===== config.mk =====
export PLATFORM = sky130hd
export DESIGN_NAME = card_end_flat
export DESIGN_NICKNAME = d
export VERILOG_FILES = /design/src/card_pkg.sv /design/src/spi_link_if.sv /design/src/card_end.sv /design/src/link_sync.sv /design/src/flat_wrapper.sv
export SDC_FILE = /design/constraint.sdc
export NUM_CORES = 1
export LEC_CHECK = 0
export BUFFER_PORTS_ARGS = -buffer_cell sky130_fd_sc_hd__buf_2
export CAP_MARGIN = 15
export CORE_ASPECT_RATIO = 1.25
export CORE_MARGIN = 1.5
export CORE_UTILIZATION = 57
export CTS_CLUSTER_SIZE = 40
export DETAILED_ROUTE_END_ITERATION = 8
export PLACE_DENSITY = 0.76
export SLEW_MARGIN = 20
export SYNTH_ARGS = -nofsm -noshare
export SYNTH_HDL_FRONTEND = slang
export SYNTH_SLANG_ARGS = --single-unit

===== constraint.sdc =====
create_clock -name clk_i -period 2.2 [get_ports clk_i]
set_clock_uncertainty 0.1 [all_clocks]
set_input_delay 0.44 -clock clk_i [delete_from_list [all_inputs] [get_ports clk_i]]
set_output_delay 0.44 -clock clk_i [all_outputs]
set_load 0.05 [all_outputs]

===== src/card_pkg.sv =====
// Shared constants for the serial card link, card register bank and host
package card_pkg;
	// Link framing
	localparam int BYTE_W = 8;
	localparam logic [2:0] BIT_LAST = 3'h7;
	localparam logic [4:0] CMD_BYTES = 5'h03;
	localparam logic [4:0] RESP_IDX = 5'h03;
	localparam logic [4:0] VOLT_BYTES = 5'h04;
	localparam logic [4:0] REC_BYTES = 5'h10;
	localparam logic [4:0] PROG_BYTES = 5'h02;
	localparam logic [7:0] FILL_BYTE = 8'hff;
	localparam logic [7:0] BUSY_BYTE = 8'h00;
	// Command codes
	localparam logic [7:0] CMD_SET_ADDR = 8'h03;
	localparam logic [7:0] CMD_SELECT = 8'h07;
	localparam logic [7:0] CMD_READ_SPEC = 8'h09;
	localparam logic [7:0] CMD_READ_IDENT = 8'h0a;
	localparam logic [7:0] CMD_PROG_SPEC = 8'h1b;
	localparam logic [7:0] CMD_READ_VOLT = 8'h3a;
	// Response status bits
	localparam logic [7:0] RESP_IDLE = 8'h01;
	localparam logic [7:0] RESP_ILLEGAL = 8'h04;
	// Operating-voltage register layout
	localparam logic [31:0] VOLT_WINDOW = 32'h00ff8000;
	localparam logic [31:0] VOLT_READY = 32'h80000000;
	// Relative address values
	localparam logic [15:0] ADDR_RESET = 16'h0001;
	localparam logic [15:0] ADDR_STANDBY = 16'h0000;
	// User part of the card-specific record, bits 15:1
	localparam int SPEC_USER_W = 15;
	// Host register map (byte offsets)
	localparam logic [7:0] ADR_CMD = 8'h00;
	localparam logic [7:0] ADR_WDATA = 8'h04;
	localparam logic [7:0] ADR_STATUS = 8'h08;
	localparam logic [3:0] ADR_RDATA_HI = 4'h1;
	// Host status bits
	localparam int ST_BUSY_BIT = 0;
	localparam int ST_DONE_BIT = 1;
	localparam int ST_RESP_LSB = 8;
	// Cycle counts
	localparam int HALF_SCLK = 8;
	localparam int PROG_CYCLES = 64;
	localparam int PWRUP_CYCLES = 64;
	// Card link state
	typedef enum logic [4:0] {
		CS_CMD = 5'b00001,
		CS_RESP = 5'b00010,
		CS_OUT = 5'b00100,
		CS_IN = 5'b01000,
		CS_PROG = 5'b10000
	} card_state_t;
	// Host engine state
	typedef enum logic [2:0] {
		HS_IDLE = 3'b001,
		HS_RUN = 3'b010,
		HS_END = 3'b100
	} host_state_t;
endpackage


===== src/spi_link_if.sv =====
// Four-wire serial link between host controller and card
`timescale 1ns/10ps
interface spi_link_if;
	logic cs_n; // Select, active low
	logic sclk; // Link clock from host
	logic mosi; // Host to card data
	logic miso; // Card to host data
	modport host (output cs_n, output sclk, output mosi, input miso);
	modport card (input cs_n, input sclk, input mosi, output miso);
endinterface

===== src/card_end.sv =====
// Card end: information registers and select handling on the serial link
`timescale 1ns/10ps
// Operation
// - Host selects card per command, select low
// - Select held low for whole transaction
// - Select release during programming is harmless
// - No broadcast commands; only selected card answers (this card answers every command whether selected or not)
// - No new command during data transfer
// - Single-block transfers only, no multi-block
// - Voltage, identity, specific records readable; address not
// - Voltage register is 32-bit read-only
// - Voltage bit 31 shows power-up status
// - Voltage bits 23:15 one, others zero
// - 128-bit identity record, read-only
// - Identity fields fixed layout, bit zero one
// - Records returned only by their read commands
// - Address register 16 bits, write-only
// - Address register resets to one
// - Select with address zero means standby
// - Set-address command loads address register
// - Power-down resets address to one, records kept
// - 128-bit specific record, user part programmable
// - Link data whole bytes aligned to select
module card_end #(
	parameter logic [7:0] MAKER_CODE = 8'h5a, // Arbitrary value
	parameter logic [15:0] APP_CODE = 16'h4242, // Arbitrary value
	parameter logic [47:0] PRODUCT_NAME = 48'h434152443031,
	parameter logic [7:0] REVISION = 8'h10,
	parameter logic [31:0] SERIAL = 32'h00000001,
	parameter logic [7:0] MFG_DATE = 8'h11,
	parameter logic [6:0] ID_CRC = 7'h00,
	parameter logic [127:0] SPEC_FIXED = '0,
	parameter int PROG_CYC = card_pkg::PROG_CYCLES,
	parameter int PWRUP_CYC = card_pkg::PWRUP_CYCLES
) (
	// Clock and reset
	input wire logic clk_i,
	input wire logic rst_i,
	// Serial link
	spi_link_if.card link,
	// User side
	input wire logic power_down_i,
	output logic card_selected_o,
	output logic prog_busy_o,
	output logic power_ready_o
);
	import card_pkg::*;

	////////////////////////////////////////////////////////////////////
	// Pin sampling and edge finding
	logic [2:0] pins_s; // {cs_n, sclk, mosi} after two flops
	logic sclk_d_r; // Previous synced clock level
	link_sync #(.W(3), .RST_VAL(3'h4)) u_sync (
		.clk_i(clk_i),
		.rst_i(rst_i),
		.d_i({link.cs_n, link.sclk, link.mosi}),
		.q_o(pins_s)
	);
	wire cs_n_s = pins_s[2];
	wire sclk_s = pins_s[1];
	wire mosi_s = pins_s[0];
	wire rise = sclk_s & ~sclk_d_r & ~cs_n_s;
	wire fall = ~sclk_s & sclk_d_r & ~cs_n_s;

	// Clock history for edge detection
	always_ff @(posedge clk_i) begin
		if (rst_i) begin
			sclk_d_r <= 1'b0;
		end else begin
			sclk_d_r <= sclk_s;
		end
	end

	////////////////////////////////////////////////////////////////////
	// Storage
	card_state_t state_r; // Transaction phase
	logic [2:0] bit_r; // Bit within byte, counted from select
	logic [7:0] rx_r; // Incoming shift
	logic [7:0] tx_r; // Outgoing shift, msb on the pin
	logic [4:0] idx_r; // Byte index or bytes left
	logic [7:0] cmd_r; // Latched command code
	logic [15:0] arg_r; // Argument or program data
	logic [127:0] out_r; // Remaining read-out data
	logic [SPEC_USER_W-1:0] user_spec_r; // Programmable record part
	logic [15:0] addr_r; // Relative address, never sent out
	logic [15:0] prog_cnt_r; // Programming timer
	logic [15:0] pwr_cnt_r; // Power-up timer
	logic pwr_ready_r; // Power-up done
	logic selected_r; // Card addressed by select command

	////////////////////////////////////////////////////////////////////
	// Decode
	wire byte_done = rise & (bit_r == BIT_LAST);
	wire [7:0] rx_byte = {rx_r[6:0], mosi_s};
	wire [15:0] arg_full = {arg_r[7:0], rx_byte};
	wire is_volt = cmd_r == CMD_READ_VOLT;
	wire is_ident = cmd_r == CMD_READ_IDENT;
	wire is_spec = cmd_r == CMD_READ_SPEC;
	wire is_prog = cmd_r == CMD_PROG_SPEC;
	wire is_read = is_volt | is_ident | is_spec;
	// Unknown codes, broadcast and multi-block ones are refused
	wire legal = is_read | is_prog | (cmd_r == CMD_SET_ADDR) |
		(cmd_r == CMD_SELECT);
	wire cmd_end = byte_done & (state_r == CS_CMD) &
		(idx_r == CMD_BYTES - 5'h01);
	wire [7:0] resp_byte = (legal ? 8'h00 : RESP_ILLEGAL) |
		(pwr_ready_r ? 8'h00 : RESP_IDLE);
	// Voltage word: ready flag on top, fixed window below
	wire [31:0] volt_word = VOLT_WINDOW |
		(pwr_ready_r ? VOLT_READY : 32'h00000000);
	wire [127:0] id_word = {MAKER_CODE, APP_CODE, PRODUCT_NAME,
		REVISION, SERIAL, MFG_DATE, ID_CRC, 1'b1};
	wire [127:0] spec_word = {SPEC_FIXED[127:SPEC_USER_W+1],
		user_spec_r, 1'b1};
	// Left-aligned so bytes leave from the top
	wire [127:0] data_sel = is_volt ? {volt_word, 96'h0} :
		(is_ident ? id_word : spec_word);
	wire [4:0] data_len = is_volt ? VOLT_BYTES : REC_BYTES;
	wire prog_done = (state_r == CS_PROG) &
		(prog_cnt_r == 16'(PROG_CYC - 1));
	// Select release ends a frame, except while programming
	wire cs_idle = cs_n_s & (state_r != CS_PROG);

	// Next byte to put on the data-out line
	logic [7:0] tx_load;
	always_comb begin
		tx_load = FILL_BYTE;
		unique case (state_r)
			CS_CMD: tx_load = (idx_r == CMD_BYTES - 5'h01) ?
				resp_byte : FILL_BYTE;
			CS_RESP: tx_load = (legal & is_read) ?
				data_sel[127:120] : FILL_BYTE;
			CS_OUT: tx_load = (idx_r > 5'h01) ?
				out_r[127:120] : FILL_BYTE;
			CS_IN: tx_load = BUSY_BYTE;
			CS_PROG: tx_load = BUSY_BYTE;
		endcase
	end

	////////////////////////////////////////////////////////////////////
	// Bit counter and receive shift, restarted by each select
	always_ff @(posedge clk_i) begin
		if (rst_i | cs_n_s) begin
			bit_r <= 3'h0;
			rx_r <= 8'h00;
		end else if (rise) begin
			bit_r <= bit_r + 3'h1;
			rx_r <= rx_byte;
		end
	end

	// Transmit shift: load at byte end, shift on falls inside a byte
	always_ff @(posedge clk_i) begin
		if (rst_i | cs_idle) begin
			tx_r <= FILL_BYTE;
		end else if (byte_done) begin
			tx_r <= tx_load;
		end else if (fall & (bit_r != 3'h0)) begin
			tx_r <= {tx_r[6:0], state_r != CS_PROG};
		end
	end
	assign link.miso = tx_r[7];

	////////////////////////////////////////////////////////////////////
	// Transaction sequencer
	always_ff @(posedge clk_i) begin
		if (rst_i | cs_idle) begin
			state_r <= CS_CMD;
			idx_r <= 5'h00;
		end else if (prog_done) begin
			state_r <= CS_CMD;
			idx_r <= 5'h00;
		end else if (byte_done) begin
			unique case (state_r)
				// Collect code and two argument bytes
				CS_CMD: begin
					idx_r <= idx_r + 5'h01;
					if (cmd_end) begin
						state_r <= CS_RESP;
					end
				end
				// After the answer, only data of this command moves
				CS_RESP: begin
					idx_r <= legal & is_read ? data_len : PROG_BYTES;
					if (legal & is_read) begin
						state_r <= CS_OUT;
					end else if (legal & is_prog) begin
						state_r <= CS_IN;
					end else begin
						state_r <= CS_CMD;
						idx_r <= 5'h00;
					end
				end
				// One block only, then command phase after output, programming after input
				CS_OUT, CS_IN: begin
					idx_r <= idx_r - 5'h01;
					if (idx_r == 5'h01) begin
						state_r <= state_r == CS_IN ? CS_PROG : CS_CMD;
						idx_r <= 5'h00;
					end
				end
				// Input ignored until programming ends
				CS_PROG: idx_r <= 5'h00;
			endcase
		end
	end

	// Command, argument and read-out data capture
	always_ff @(posedge clk_i) begin
		if (rst_i) begin
			cmd_r <= 8'h00;
			arg_r <= 16'h0000;
			out_r <= '0;
		end else if (byte_done) begin
			if (state_r == CS_CMD && idx_r == 5'h00) begin
				cmd_r <= rx_byte;
			end
			if (state_r == CS_CMD || state_r == CS_IN) begin
				arg_r <= arg_full;
			end
			if (state_r == CS_RESP) begin
				out_r <= {data_sel[119:0], 8'h00};
			end else if (state_r == CS_OUT) begin
				out_r <= {out_r[119:0], 8'h00};
			end
		end
	end

	////////////////////////////////////////////////////////////////////
	// Address register and selection; power-down acts like power-up
	always_ff @(posedge clk_i) begin
		if (rst_i | power_down_i) begin
			addr_r <= ADDR_RESET;
			selected_r <= 1'b0;
		end else if (cmd_end & (cmd_r == CMD_SET_ADDR)) begin
			addr_r <= arg_full;
		end else if (cmd_end & (cmd_r == CMD_SELECT)) begin
			// Zero puts the card in standby, never selects it
			selected_r <= (arg_full != ADDR_STANDBY) &
				(arg_full == addr_r);
		end
	end

	// Programming timer runs on regardless of select
	always_ff @(posedge clk_i) begin
		if (rst_i | (state_r != CS_PROG)) begin
			prog_cnt_r <= 16'h0000;
		end else begin
			prog_cnt_r <= prog_cnt_r + 16'h0001;
		end
	end

	// User record part survives power-down; only reset clears it
	always_ff @(posedge clk_i) begin
		if (rst_i) begin
			user_spec_r <= '0;
		end else if (prog_done) begin
			user_spec_r <= arg_r[SPEC_USER_W:1];
		end
	end

	// Power-up timer drives the ready flag
	always_ff @(posedge clk_i) begin
		if (rst_i | power_down_i) begin
			pwr_cnt_r <= 16'h0000;
			pwr_ready_r <= 1'b0;
		end else if (pwr_cnt_r == 16'(PWRUP_CYC - 1)) begin
			pwr_ready_r <= 1'b1;
		end else begin
			pwr_cnt_r <= pwr_cnt_r + 16'h0001;
		end
	end

	////////////////////////////////////////////////////////////////////
	// User outputs straight from flops
	assign card_selected_o = selected_r;
	assign power_ready_o = pwr_ready_r;
	assign prog_busy_o = state_r[4];
endmodule


===== src/link_sync.sv =====
// Two-flop synchroniser for a group of link pins
`timescale 1ns/10ps
module link_sync #(
	parameter int W = 3,
	parameter logic [W-1:0] RST_VAL = '0
) (
	// Clock and reset
	input wire logic clk_i,
	input wire logic rst_i,
	// Pins in, synchronised copy out
	input wire logic [W-1:0] d_i,
	output logic [W-1:0] q_o
);
	logic [W-1:0] meta_r; // First stage, read only by second
	logic [W-1:0] sync_r; // Second stage, safe to use

	// Both stages step every edge
	always_ff @(posedge clk_i) begin
		if (rst_i) begin
			meta_r <= RST_VAL;
			sync_r <= RST_VAL;
		end else begin
			meta_r <= d_i;
			sync_r <= meta_r;
		end
	end
	assign q_o = sync_r;
endmodule


===== src/flat_wrapper.sv =====
// flat-port wrapper written by rule: the top's interface ports become plain ports
module card_end_flat import card_pkg::*;
#(
	parameter logic [7:0] MAKER_CODE = 8'h5a,                   
	parameter logic [15:0] APP_CODE = 16'h4242,                   
	parameter logic [47:0] PRODUCT_NAME = 48'h434152443031,
	parameter logic [7:0] REVISION = 8'h10,
	parameter logic [31:0] SERIAL = 32'h00000001,
	parameter logic [7:0] MFG_DATE = 8'h11,
	parameter logic [6:0] ID_CRC = 7'h00,
	parameter logic [127:0] SPEC_FIXED = '0,
	parameter int PROG_CYC = card_pkg::PROG_CYCLES,
	parameter int PWRUP_CYC = card_pkg::PWRUP_CYCLES
)
  (clk_i, rst_i, power_down_i, card_selected_o, prog_busy_o, power_ready_o, link_cs_n, link_sclk, link_mosi, link_miso);
  spi_link_if link_i ();
  input wire logic clk_i;
  input wire logic rst_i;
  input wire logic power_down_i;
  output logic card_selected_o;
  output logic prog_busy_o;
  output logic power_ready_o;
  input wire logic [$bits(link_i.cs_n)-1:0] link_cs_n;
  input wire logic [$bits(link_i.sclk)-1:0] link_sclk;
  input wire logic [$bits(link_i.mosi)-1:0] link_mosi;
  output wire logic [$bits(link_i.miso)-1:0] link_miso;
  assign link_i.cs_n = link_cs_n;
  assign link_i.sclk = link_sclk;
  assign link_i.mosi = link_mosi;
  assign link_miso = link_i.miso;
  card_end #(.MAKER_CODE(MAKER_CODE), .APP_CODE(APP_CODE), .PRODUCT_NAME(PRODUCT_NAME), .REVISION(REVISION), .SERIAL(SERIAL), .MFG_DATE(MFG_DATE), .ID_CRC(ID_CRC), .SPEC_FIXED(SPEC_FIXED), .PROG_CYC(PROG_CYC), .PWRUP_CYC(PWRUP_CYC)) u_core (.clk_i(clk_i), .rst_i(rst_i), .link(link_i), .power_down_i(power_down_i), .card_selected_o(card_selected_o), .prog_busy_o(prog_busy_o), .power_ready_o(power_ready_o));
endmodule

==> metrics.cfg, run 1 <==
[critical_path]
r2r_end=u_core.tx_r[1]
cp-start-kind=register
worstPathRequired_ns=2.51
cpMaxStageDelayCell=or4b_4
crit-reg2reg-launch=u_core.cmd_r[6]
rrSetupSlack_ns=0.07
crit_arrival_ns=2.44
reg2regPathDepth=5
crit_family=simple AND/OR/NAND/NOR gates
worst-path-max-fanout=5
path_buf_inv=0
cp_cell_sequence=or4b_4 > nor3_4 > a211oi_2 > or4b_1 > a211o_1
cp_slowest_stage_delay_ns=0.56
critical_path_class=register to register
cp-end-kind=register

[floorplan]
initial_core_util_pct=57.9
dieWidth_microns=122
die_h_microns=152
ioPinCount=10
coreArea_sq_mm=0.0174
rows=54
die_area_sq_mm=0.0185

[worst_hold_path]
holdCritPathClass=input port to register
hold_end=u_core.u_sync.meta_r[0]
min_path_cells=2
hp-start=link_mosi

[synthesis]
synth_compound_area_share_pct=13.9
yosysMostFrequentCell=dfxtp_1
synthesis.nets=1213
ys.warnings.count=0
synth_edf_count=0
yosysTopAreaCell=dfxtp_1
yosys.area_share.simple_pct=23.4
synth_top_family_by_area=simple AND/OR/NAND/NOR gates
syn_area_sq_mm=0.0101
synthCells=1197
async_flop_share_pct=0
yosys.area_share.xor_xnor_pct=4.44
ys_types=59
syn_avg_cell_area_sq_um=8.41
synth_top_cells_by_area=dfxtp_1 (49%), nand2_1 (6.6%), a21oi_1 (6.0%), nor2_1 (5.1%), nand3_1 (4.7%)
synth_common_cells=dfxtp_1 (244), nand2_1 (177), nor2_1 (137)
synthAdderAreaFrac_pct=1.24
synth_seq_cells=244
synthMuxAreaShare_pct=4.39
synth_top_area_share_pct=48.5
ys_seq_area_share_pct=48.5
ys.flop_type=dfxtp_1

[place]
pre_cts_slack_ns=0.0323
place.detailed.hpwl_mm=14.0
gp_congestion=0.893
placedCellCount=1402
numPortBuffers=9

[grt]
grt_max_degree=104
grt_pass1_vias=7712
grt_pass1_wl_mm=36.3
gr-usage-all-layers_pct=23.7
grt_overflow=0
antenna_found_initial=0

[clock_network]
insertion_delay_ns=0.54
clockBufferDepth=3
clk_pin_slew_ns=0.06
cts_tree=done
cts_buffers=24
cts.sinks=244
cts_max_level=1
clock-root-buffer=clkbuf_16

[timing]
worstMarginPinSlew_ns=0.560
slew_viol_final=0
min_period_over_period_pct=96.9
period_minus_slack_ns=2.13
setup_tns_ns=0
relSlewSlack_pct=62.4
setup_viol=0
max_freq_mhz=469
final-hold-violation-count=0
finalWorstSetupSlack_ns=0.0675
rsz0062_at_grt=yes

[layout]
fillCellCount=1369
layout-drive-gt1-share_pct=12.6
multi_input_area_sq_mm=0.00490
final_util_pct=67.0
final_cell_count_no_fill=1449
final_nets=1225
seqCellArea_sq_mm=0.00490
n_antenna_cell=0
area_delta_synth_final_pct=15.6

[detailed_routing]
routed_wl_mm=22.0
drt_first_iter_violations=586
avgRoutedWirePerCell_microns=15.2
vias=8284
drc=0
drt_pre_antenna_iters=7
final_antenna_net_count=0
via_per_inst=5.72

[outcome]
status=complete, no violations

[power]
leakage_uw=0.00411
powerDensity_mw_per_mm2=745
ir_drop_v=0.000736

[flow_run]
drv_cap=0

## cell families (layout without fill, tap and decap cells)
group | Yosys count | count (layout)
AND/OR/NAND/NOR | 513 | 513
flip-flops | 244 | 244
AO/OA/AOI/OAI | 230 | 230
buffers and inverters | 105 | 133
XOR/XNOR | 51 | 51
multiplexers | 44 | 44
adder cells (fa/ha/maj) | 10 | 10
## placed cells by master (no fill, tap or decap), types with 11 or more instances in the layout
master and instances:
nor2_1 135, dfxtp_1 237, a21oi_1 119, o21ai_0 20, buf_4 55, nor4_1 13, mux2i_1 43, clkbuf_16 24
a211oi_1 32, nor3_1 22, nand2_1 176, nand4_1 11, xor2_1 36, nand3_1 93, inv_1 14, xnor2_1 15
## power breakdown
group	switching, uW	leakage, uW	internal [uW]
clock	1710	0.000396	2420
sequential	7.84	0.00197	4420
combinational	78.0	0.00174	29.8
## layer usage
| metal | GRT usage, % | routed length [microns] | up-vias |
|---|---|---|---|
| met5 | 0 | 0 | - |
| met2 | 41.0 | 10900 | 151 |
| met3 | 3.37 | 787 | 50 |
| met1 | 30.0 | 9540 | 3910 |
| li1 | - | - | 4173 |
| met4 | 8.71 | 718 | 0 |
## cell type report
class | instances | share of cell area [%]
multi-input combinational | 848 | 42.1
sequential | 244 | 42.1
timing repair buffer | 77 | 5.98
clock buffer | 33 | 5.88
tap | 224 | 2.41
clock inverter | 9 | 1.05
inverter | 14 | 0.452
## worst max-delay path by stage
stage / start / to / slack [ns] / cells past startpoint
after floorplan: u_core.bit_r[0] / u_core.addr_r[0] / 0.004 / 10
final: u_core.cmd_r[6] / u_core.tx_r[1] / 0.07 / 5
after detailed placement: u_core.state_r[1] / u_core.out_r[41] / 0.03 / 8
after CTS: u_core.state_r[1] / u_core.out_r[125] / 0.04 / 8
after global placement: u_core.state_r[2] / u_core.tx_r[1] / 0.05 / 5
after global routing: u_core.bit_r[0] / u_core.addr_r[14] / -0.04 / 9
## flip-flops by register name, summed over array words and instances, names as in the netlist, 5 cells and up
| register | cells |
|---|---|
| u_core.state_r | 5 |
| u_core.rx_r | 7 |
| u_core.tx_r | 8 |
| u_core.pwr_cnt_r | 16 |
| u_core.addr_r | 16 |
| u_core.idx_r | 5 |
| u_core.cmd_r | 8 |
| u_core.user_spec_r | 15 |
| u_core.out_r | 120 |
| u_core.arg_r | 16 |
| u_core.prog_cnt_r | 16 |
## stage by stage
| stage | power (uW) | area, sq um | hold slack [ns] |
|---|---|---|---|
| after floorplan | 4600 | 10100 | 0.289 |
| after global placement | 4630 | 10700 | 0.304 |
| after detailed placement | 4630 | 10700 | 0.301 |
| after CTS | 8750 | 11500 | 0.0239 |
| after global routing | 8940 | 11600 | 0.0350 |
| final | 8670 | 11600 | 0.0328 |
## what timing repair did
item	4_1_cts	5_1_grt
gates resized for setup	1	29
hold buffers	2	0
endpoints found under the hold margin	2	0
setup buffers	0	2
endpoints found under the setup margin	1	130
pin swaps	0	5
cloned	0	1
Note: power is estimated with default switching activity, not from simulation.
==> inputs of run 2 (changes only) <==
--- a/config.mk
+++ b/config.mk
@@ -12,8 +12,10 @@
 export CORE_UTILIZATION = 57
 export CTS_CLUSTER_SIZE = 40
 export DETAILED_ROUTE_END_ITERATION = 8
+export GPL_TIMING_DRIVEN = 0
 export PLACE_DENSITY = 0.76
 export SLEW_MARGIN = 20
 export SYNTH_ARGS = -nofsm -noshare
 export SYNTH_HDL_FRONTEND = slang
 export SYNTH_SLANG_ARGS = --single-unit
+export TNS_END_PERCENT = 50
==> metrics.cfg, run 2 (same netlist as run 1, synthesis figures left out) <==
[power]
ir_drop_v=0.000647  ; -12%
powerDensity_mw_per_mm2=750  ; +0.55%
leakage_uw=0.00416  ; +1.3%

[critical_path]
path_buf_inv=0  ; unchanged
crit_family=simple AND/OR/NAND/NOR gates
cp_cell_sequence=or4b_4 > nor3_4 > a211oi_1 > or4b_1 > a211o_1
cpMaxStageDelayCell=or4b_4
cp-start-kind=register
worstSetupPathDepth=5  ; unchanged
worstPathRequired_ns=2.51  ; about the same
cp-end-kind=register
worst-path-max-fanout=7  ; +2
critical_path_class=register to register
cp_slowest_stage_delay_ns=0.59  ; +0.03 ns
crit_arrival_ns=2.61  ; +0.17 ns
reg2regPathDepth=5  ; unchanged

[timing]
min_period_over_period_pct=105  ; +7.9 points
final-hold-violation-count=0  ; unchanged
setup_viol=9  ; +9
rsz0062_at_grt=yes
slew_viol_final=0  ; unchanged
finalWorstSetupSlack_ns=-0.106  ; -0.174 ns
period_minus_slack_ns=2.31  ; +0.174 ns
worstMarginPinSlew_ns=0.869  ; +0.309 ns
relSlewSlack_pct=41.6  ; -21 points
max_freq_mhz=434  ; -7.5%

[floorplan]
coreArea_sq_mm=0.0174  ; unchanged
initial_core_util_pct=57.9  ; unchanged
die_h_microns=152  ; unchanged
dieWidth_microns=122  ; unchanged
die_area_sq_mm=0.0185  ; unchanged
rows=54  ; unchanged
ioPinCount=10  ; unchanged

[detailed_routing]
via_per_inst=5.73  ; +0.31%
vias=8556  ; +3.3%
routed_wl_mm=23.6  ; +7.6%
final_antenna_net_count=0  ; unchanged
avgRoutedWirePerCell_microns=15.8  ; +4.5%
drc=0  ; unchanged
drt_pre_antenna_iters=5  ; -2
drt_first_iter_violations=520  ; -11%

[grt]
gr-usage-all-layers_pct=25.3  ; +1.6 points
grt_pass1_vias=7982  ; +3.5%
grt_max_degree=15  ; -86%
grt_pass1_wl_mm=38.4  ; +6.0%
grt_overflow=0  ; unchanged
antenna_found_initial=0  ; unchanged

[clock_network]
postCtsHoldBufs=0  ; -2
cts_tree=done
clockBufferDepth=3  ; unchanged
cts.sinks=244  ; unchanged
insertion_delay_ns=0.52  ; -0.02 ns
clk_pin_slew_ns=0.06  ; about the same
cts_max_level=1  ; unchanged
clock-root-buffer=clkbuf_16
cts_buffers=24  ; unchanged

[worst_hold_path]
min_path_cells=2  ; unchanged
holdCritPathClass=input port to register

[layout]
mostFrequentLayoutCells=dfxtp_1 (238), nand2_1 (176), nor2_1 (135), a21oi_1 (121), nand3_1 (95)
area_delta_synth_final_pct=17.2
layout_commonest_cell=dfxtp_1
largest_reg_flops=120  ; unchanged
layout-drive-gt1-share_pct=13.4  ; +0.84 points
fillCellCount=1384  ; +1.1%
top_register=u_core.out_r
final_area_sq_mm=0.0118  ; +1.4%
n_antenna_cell=0  ; unchanged
final_nets=1266  ; +3.3%

[outcome]
violations=negative setup slack
status=finished with violations

[place]
numPortBuffers=8  ; -1
pre_cts_slack_ns=-0.520  ; -0.553 ns
place.detailed.hpwl_mm=15.6  ; +12%
place_area_sq_mm=0.0104  ; -2.5%
gp_congestion=0.887  ; -0.65%

[flow_run]
drv_cap=0  ; unchanged

==> run 2: cell count changes in the layout (fill, tap and decap cells not counted), moves of 6 or more <==
cell	delta
buf_2	+6
buf_12	-10
buf_6	+7
a211oi_2	+11
buf_4	-31
clkbuf_2	+21
a211oi_1	-12
clkbuf_4	+7
clkbuf_1	+42
==> run 2: cell type report <==
class                      count  area, sq um  area share, %
multi-input combinational    848         5020           42.6
sequential                   244         4900           41.5
clock buffer                  35          703           5.96
buffer                        85          439           3.72
tap                          224          280           2.38
timing repair buffer          33          264           2.24
clock inverter                 9          135           1.15
inverter                      14         52.6          0.446
==> run 2: timing repair <==
| item | 4_1_cts | 5_1_grt |
|---|---|---|
| endpoints found under the setup margin | 177 | 168 |
| hold endpoints to repair | 0 | 0 |
| pin swaps | 7 | 10 |
| resized for setup | 67 | 66 |
| setup buffers | 6 | 16 |
| cloned | 2 | 1 |
==> run 2: worst register-to-register path, cell delays in order, from the launching register on <==
cell and delay, ns:
dfxtp_2 0.38, or4b_4 0.59, nor3_4 0.20, a211oi_1 0.13, or4b_1 0.51, a211o_1 0.30
==> run 2: layer usage <==
metal  up-vias  GRT usage [%]  routed length, microns
li1       4272              -                       -
met4         0           9.76                     706
met3        58           2.77                     856
met5         -              0                       0
met2       185           44.6                   12100
met1      4041           31.5                    9980
==> run 2: per-stage QoR <==
step                TNS [ns]  utilization [%]  cells  hold WS [ns]  power [uW]
finish                -0.522             67.9   1492       0.00737        8840
global route           -3.23             67.9   1492       0.00476        9080
CTS                    -4.25             66.2   1479       0.00268        8900
detailed placement    -63.34             59.9   1429         0.293        4640
global placement      -60.55             59.9   1429         0.291        4640
floorplan                  0                -   1197         0.289        4600
==> run 2: where the power goes <==
part	switching [uW]	internal (uW)	total, uW
registers	9.10	4420	4430
clock network	1710	2580	4300
logic	85.9	24.2	110
total	1810	7030	8840
==> run 2: worst paths after layout <==
kind                                               from                 endpoint  slack (ns)
worst min-delay path                          link_cs_n  u_core.u_sync.meta_r[2]       0.007
worst max-delay path                    u_core.cmd_r[2]           u_core.tx_r[1]       -0.11
worst min register to register  u_core.u_sync.meta_r[2]     u_core.u_sync.q_o[2]        0.31
worst max register to register          u_core.cmd_r[2]           u_core.tx_r[1]       -0.11
==> inputs of run 3 (changes only) <==
--- a/config.mk
+++ b/config.mk
@@ -9,11 +9,11 @@
 export CAP_MARGIN = 15
 export CORE_ASPECT_RATIO = 1.25
 export CORE_MARGIN = 1.5
-export CORE_UTILIZATION = 57
+export CORE_UTILIZATION = 45
 export CTS_CLUSTER_SIZE = 40
 export DETAILED_ROUTE_END_ITERATION = 8
 export GPL_TIMING_DRIVEN = 0
-export PLACE_DENSITY = 0.76
+export REMOVE_ABC_BUFFERS = 1
 export SLEW_MARGIN = 20
 export SYNTH_ARGS = -nofsm -noshare
 export SYNTH_HDL_FRONTEND = slang
==> metrics.cfg, run 3 (same netlist as run 1, synthesis figures left out) <==
[detailed_routing]
vias=8252  ; -3.6%
avgRoutedWirePerCell_microns=15.9  ; +0.15%
routed_wl_mm=23.6  ; -0.25%
via_per_inst=5.55  ; -3.2%
final_antenna_net_count=0  ; unchanged
drt_first_iter_violations=514  ; -1.2%
drt_pre_antenna_iters=5  ; unchanged
drc=0  ; unchanged

[layout]
final_nets=1204  ; -4.9%
fillCellCount=2073  ; +50%
top_register=u_core.out_r
mostFrequentLayoutCells=dfxtp_1 (233), nand2_1 (167), nor2_1 (131), a21oi_1 (113), nand3_1 (93)
layout-drive-gt1-share_pct=15.8  ; +2.4 points
seqCellArea_sq_mm=0.00491  ; +0.33%
multi_input_area_sq_mm=0.00531  ; +5.7%
n_antenna_cell=0  ; unchanged
area_delta_synth_final_pct=20.0
final_util_pct=54.6  ; -13 points
layout_commonest_cell=dfxtp_1
largest_reg_flops=120  ; unchanged

[grt]
grt_use_met3_pct=2.47  ; -0.30 points
top_usage_layer=met2
grt_pass1_wl_mm=37.5  ; -2.4%
grt_max_degree=114  ; +99
grt_overflow=0  ; unchanged
antenna_found_initial=0  ; unchanged
gr-usage-all-layers_pct=19.4  ; -5.9 points
grtUsageMet1_pct=25.4  ; -6.2 points
grt_pass1_vias=7620  ; -4.5%
gr-usage-met2_pct=33.4  ; -11 points

[critical_path]
worst-path-max-fanout=8  ; +1
cp-end-kind=register
crit-reg2reg-launch=u_core.cmd_r[2]
cp-start-kind=register
critical_path_class=register to register
startpoint=u_core.cmd_r[2]
worstPathRequired_ns=2.51  ; about the same
crit_arrival_ns=2.56  ; -0.05 ns

[flow_run]
drv_cap=0  ; unchanged

[clock_network]
cts.sinks=244  ; unchanged
clk_pin_slew_ns=0.06  ; about the same
cts_buffers=25  ; +4.2%
insertion_delay_ns=0.52  ; about the same
cts_max_level=1  ; unchanged
clockBufferDepth=3  ; unchanged
cts_tree=done
clock-root-buffer=clkbuf_16

[floorplan]
die_area_sq_mm=0.0233  ; +26%
dieWidth_microns=137  ; +12%
die_h_microns=170  ; +12%
initial_core_util_pct=45.5  ; -12 points
ioPinCount=10  ; unchanged
coreArea_sq_mm=0.0221  ; +27%
rows=61  ; +13%

[timing]
rsz0062_at_grt=yes
slew_viol_final=0  ; unchanged
max_freq_mhz=444  ; +2.3%
finalWorstSetupSlack_ns=-0.0538  ; +0.0526 ns
setup_viol=1  ; -8
final-hold-violation-count=0  ; unchanged
period_minus_slack_ns=2.25  ; -0.0526 ns
relSlewSlack_pct=47.2  ; +5.6 points
setup_tns_ns=-0.0538  ; +0.468 ns
min_period_over_period_pct=102  ; -2.4 points
worstMarginPinSlew_ns=0.788  ; -0.0808 ns

[power]
powerDensity_mw_per_mm2=751  ; +0.22%
ir_drop_v=0.000734  ; +13%
leakage_uw=0.00412  ; -0.98%

[worst_hold_path]
hp-start=link_sclk
holdCritPathClass=input port to register

[place]
place.detailed.hpwl_mm=12.8  ; -18%
numPortBuffers=9  ; +1
gp_congestion=0.809  ; -8.7%

[outcome]
violations=negative setup slack
status=finished with violations

run 3: changes by cell type in the layout (fill, tap and decap cells not counted), moves of 5 or more:
cell / delta
buf_12: +6
a21oi_2: +8
nand2_2: +8
buf_6: -6
a211oi_2: +8
nand2_1: -9
dfxtp_1: -5
a21oi_1: -8
clkbuf_1: -43
buf_2: -6
a211oi_1: -7
clkbuf_2: -21
clkbuf_4: -6
run 3: worst paths after layout:
check                                  to  slack, ns  cells past startpoint
hold reg to reg      u_core.u_sync.q_o[2]       0.31                      1
hold / removal    u_core.u_sync.meta_r[1]       0.03                      2
setup reg to reg           u_core.tx_r[1]      -0.05                      5
setup / recovery           u_core.tx_r[1]      -0.05                      5
run 3: report_power, final:
group	total (uW)	leakage (uW)	switching (uW)	internal, uW
registers	4430	0.00197	9.89	4420
logic	105	0.00171	79.5	25.8
clock network	4540	0.000431	1720	2820
run 3: area by class of cell:
cell class | count | share of cell area (%)
clock buffer | 33 | 5.84
multi-input combinational | 853 | 43.9
timing repair buffer | 50 | 4.73
sequential | 244 | 40.7
clock inverter | 9 | 1.46
inverter | 14 | 0.435
tap | 283 | 2.93
run 3: through the flow:
stage	hold WS [ns]	instances	worst slack (ns)	total power (uW)	instance area (sq um)
2_1_floorplan	0.289	1106	-2.89	4560	9710
3_3_place_gp	0.295	1398	-5.76	4620	10100
3_5_place_dp	0.300	1407	-0.991	4630	10300
4_1_cts	0.0131	1472	-0.0758	9180	11700
5_1_grt	0.0368	1486	-0.129	9350	12100
6_report	0.0303	1486	-0.0538	9070	12100
run 3: critical path: stages (launching register included):
cell      delay (ns)
dfxtp_4         0.39
or4b_4          0.59
nor3_4          0.16
a211oi_2        0.10
or4b_1          0.50
a211o_1         0.31
run 3: what timing repair did:
item | CTS | global route
gates cloned | 3 | 5
resized for setup | 45 | 64
endpoints found under the hold margin | 1 | 0
hold buffers | 1 | 0
endpoints found under the setup margin | 179 | 139
buffers inserted | 19 | 10
pin swaps | 11 | 19
run 3: layer usage:
layer / routed length [microns] / vias up
li1: - / 4135
met1: 10700 / 3946
met2: 11500 / 136
met5: 0 / -
met3: 870 / 35
met4: 503 / 0
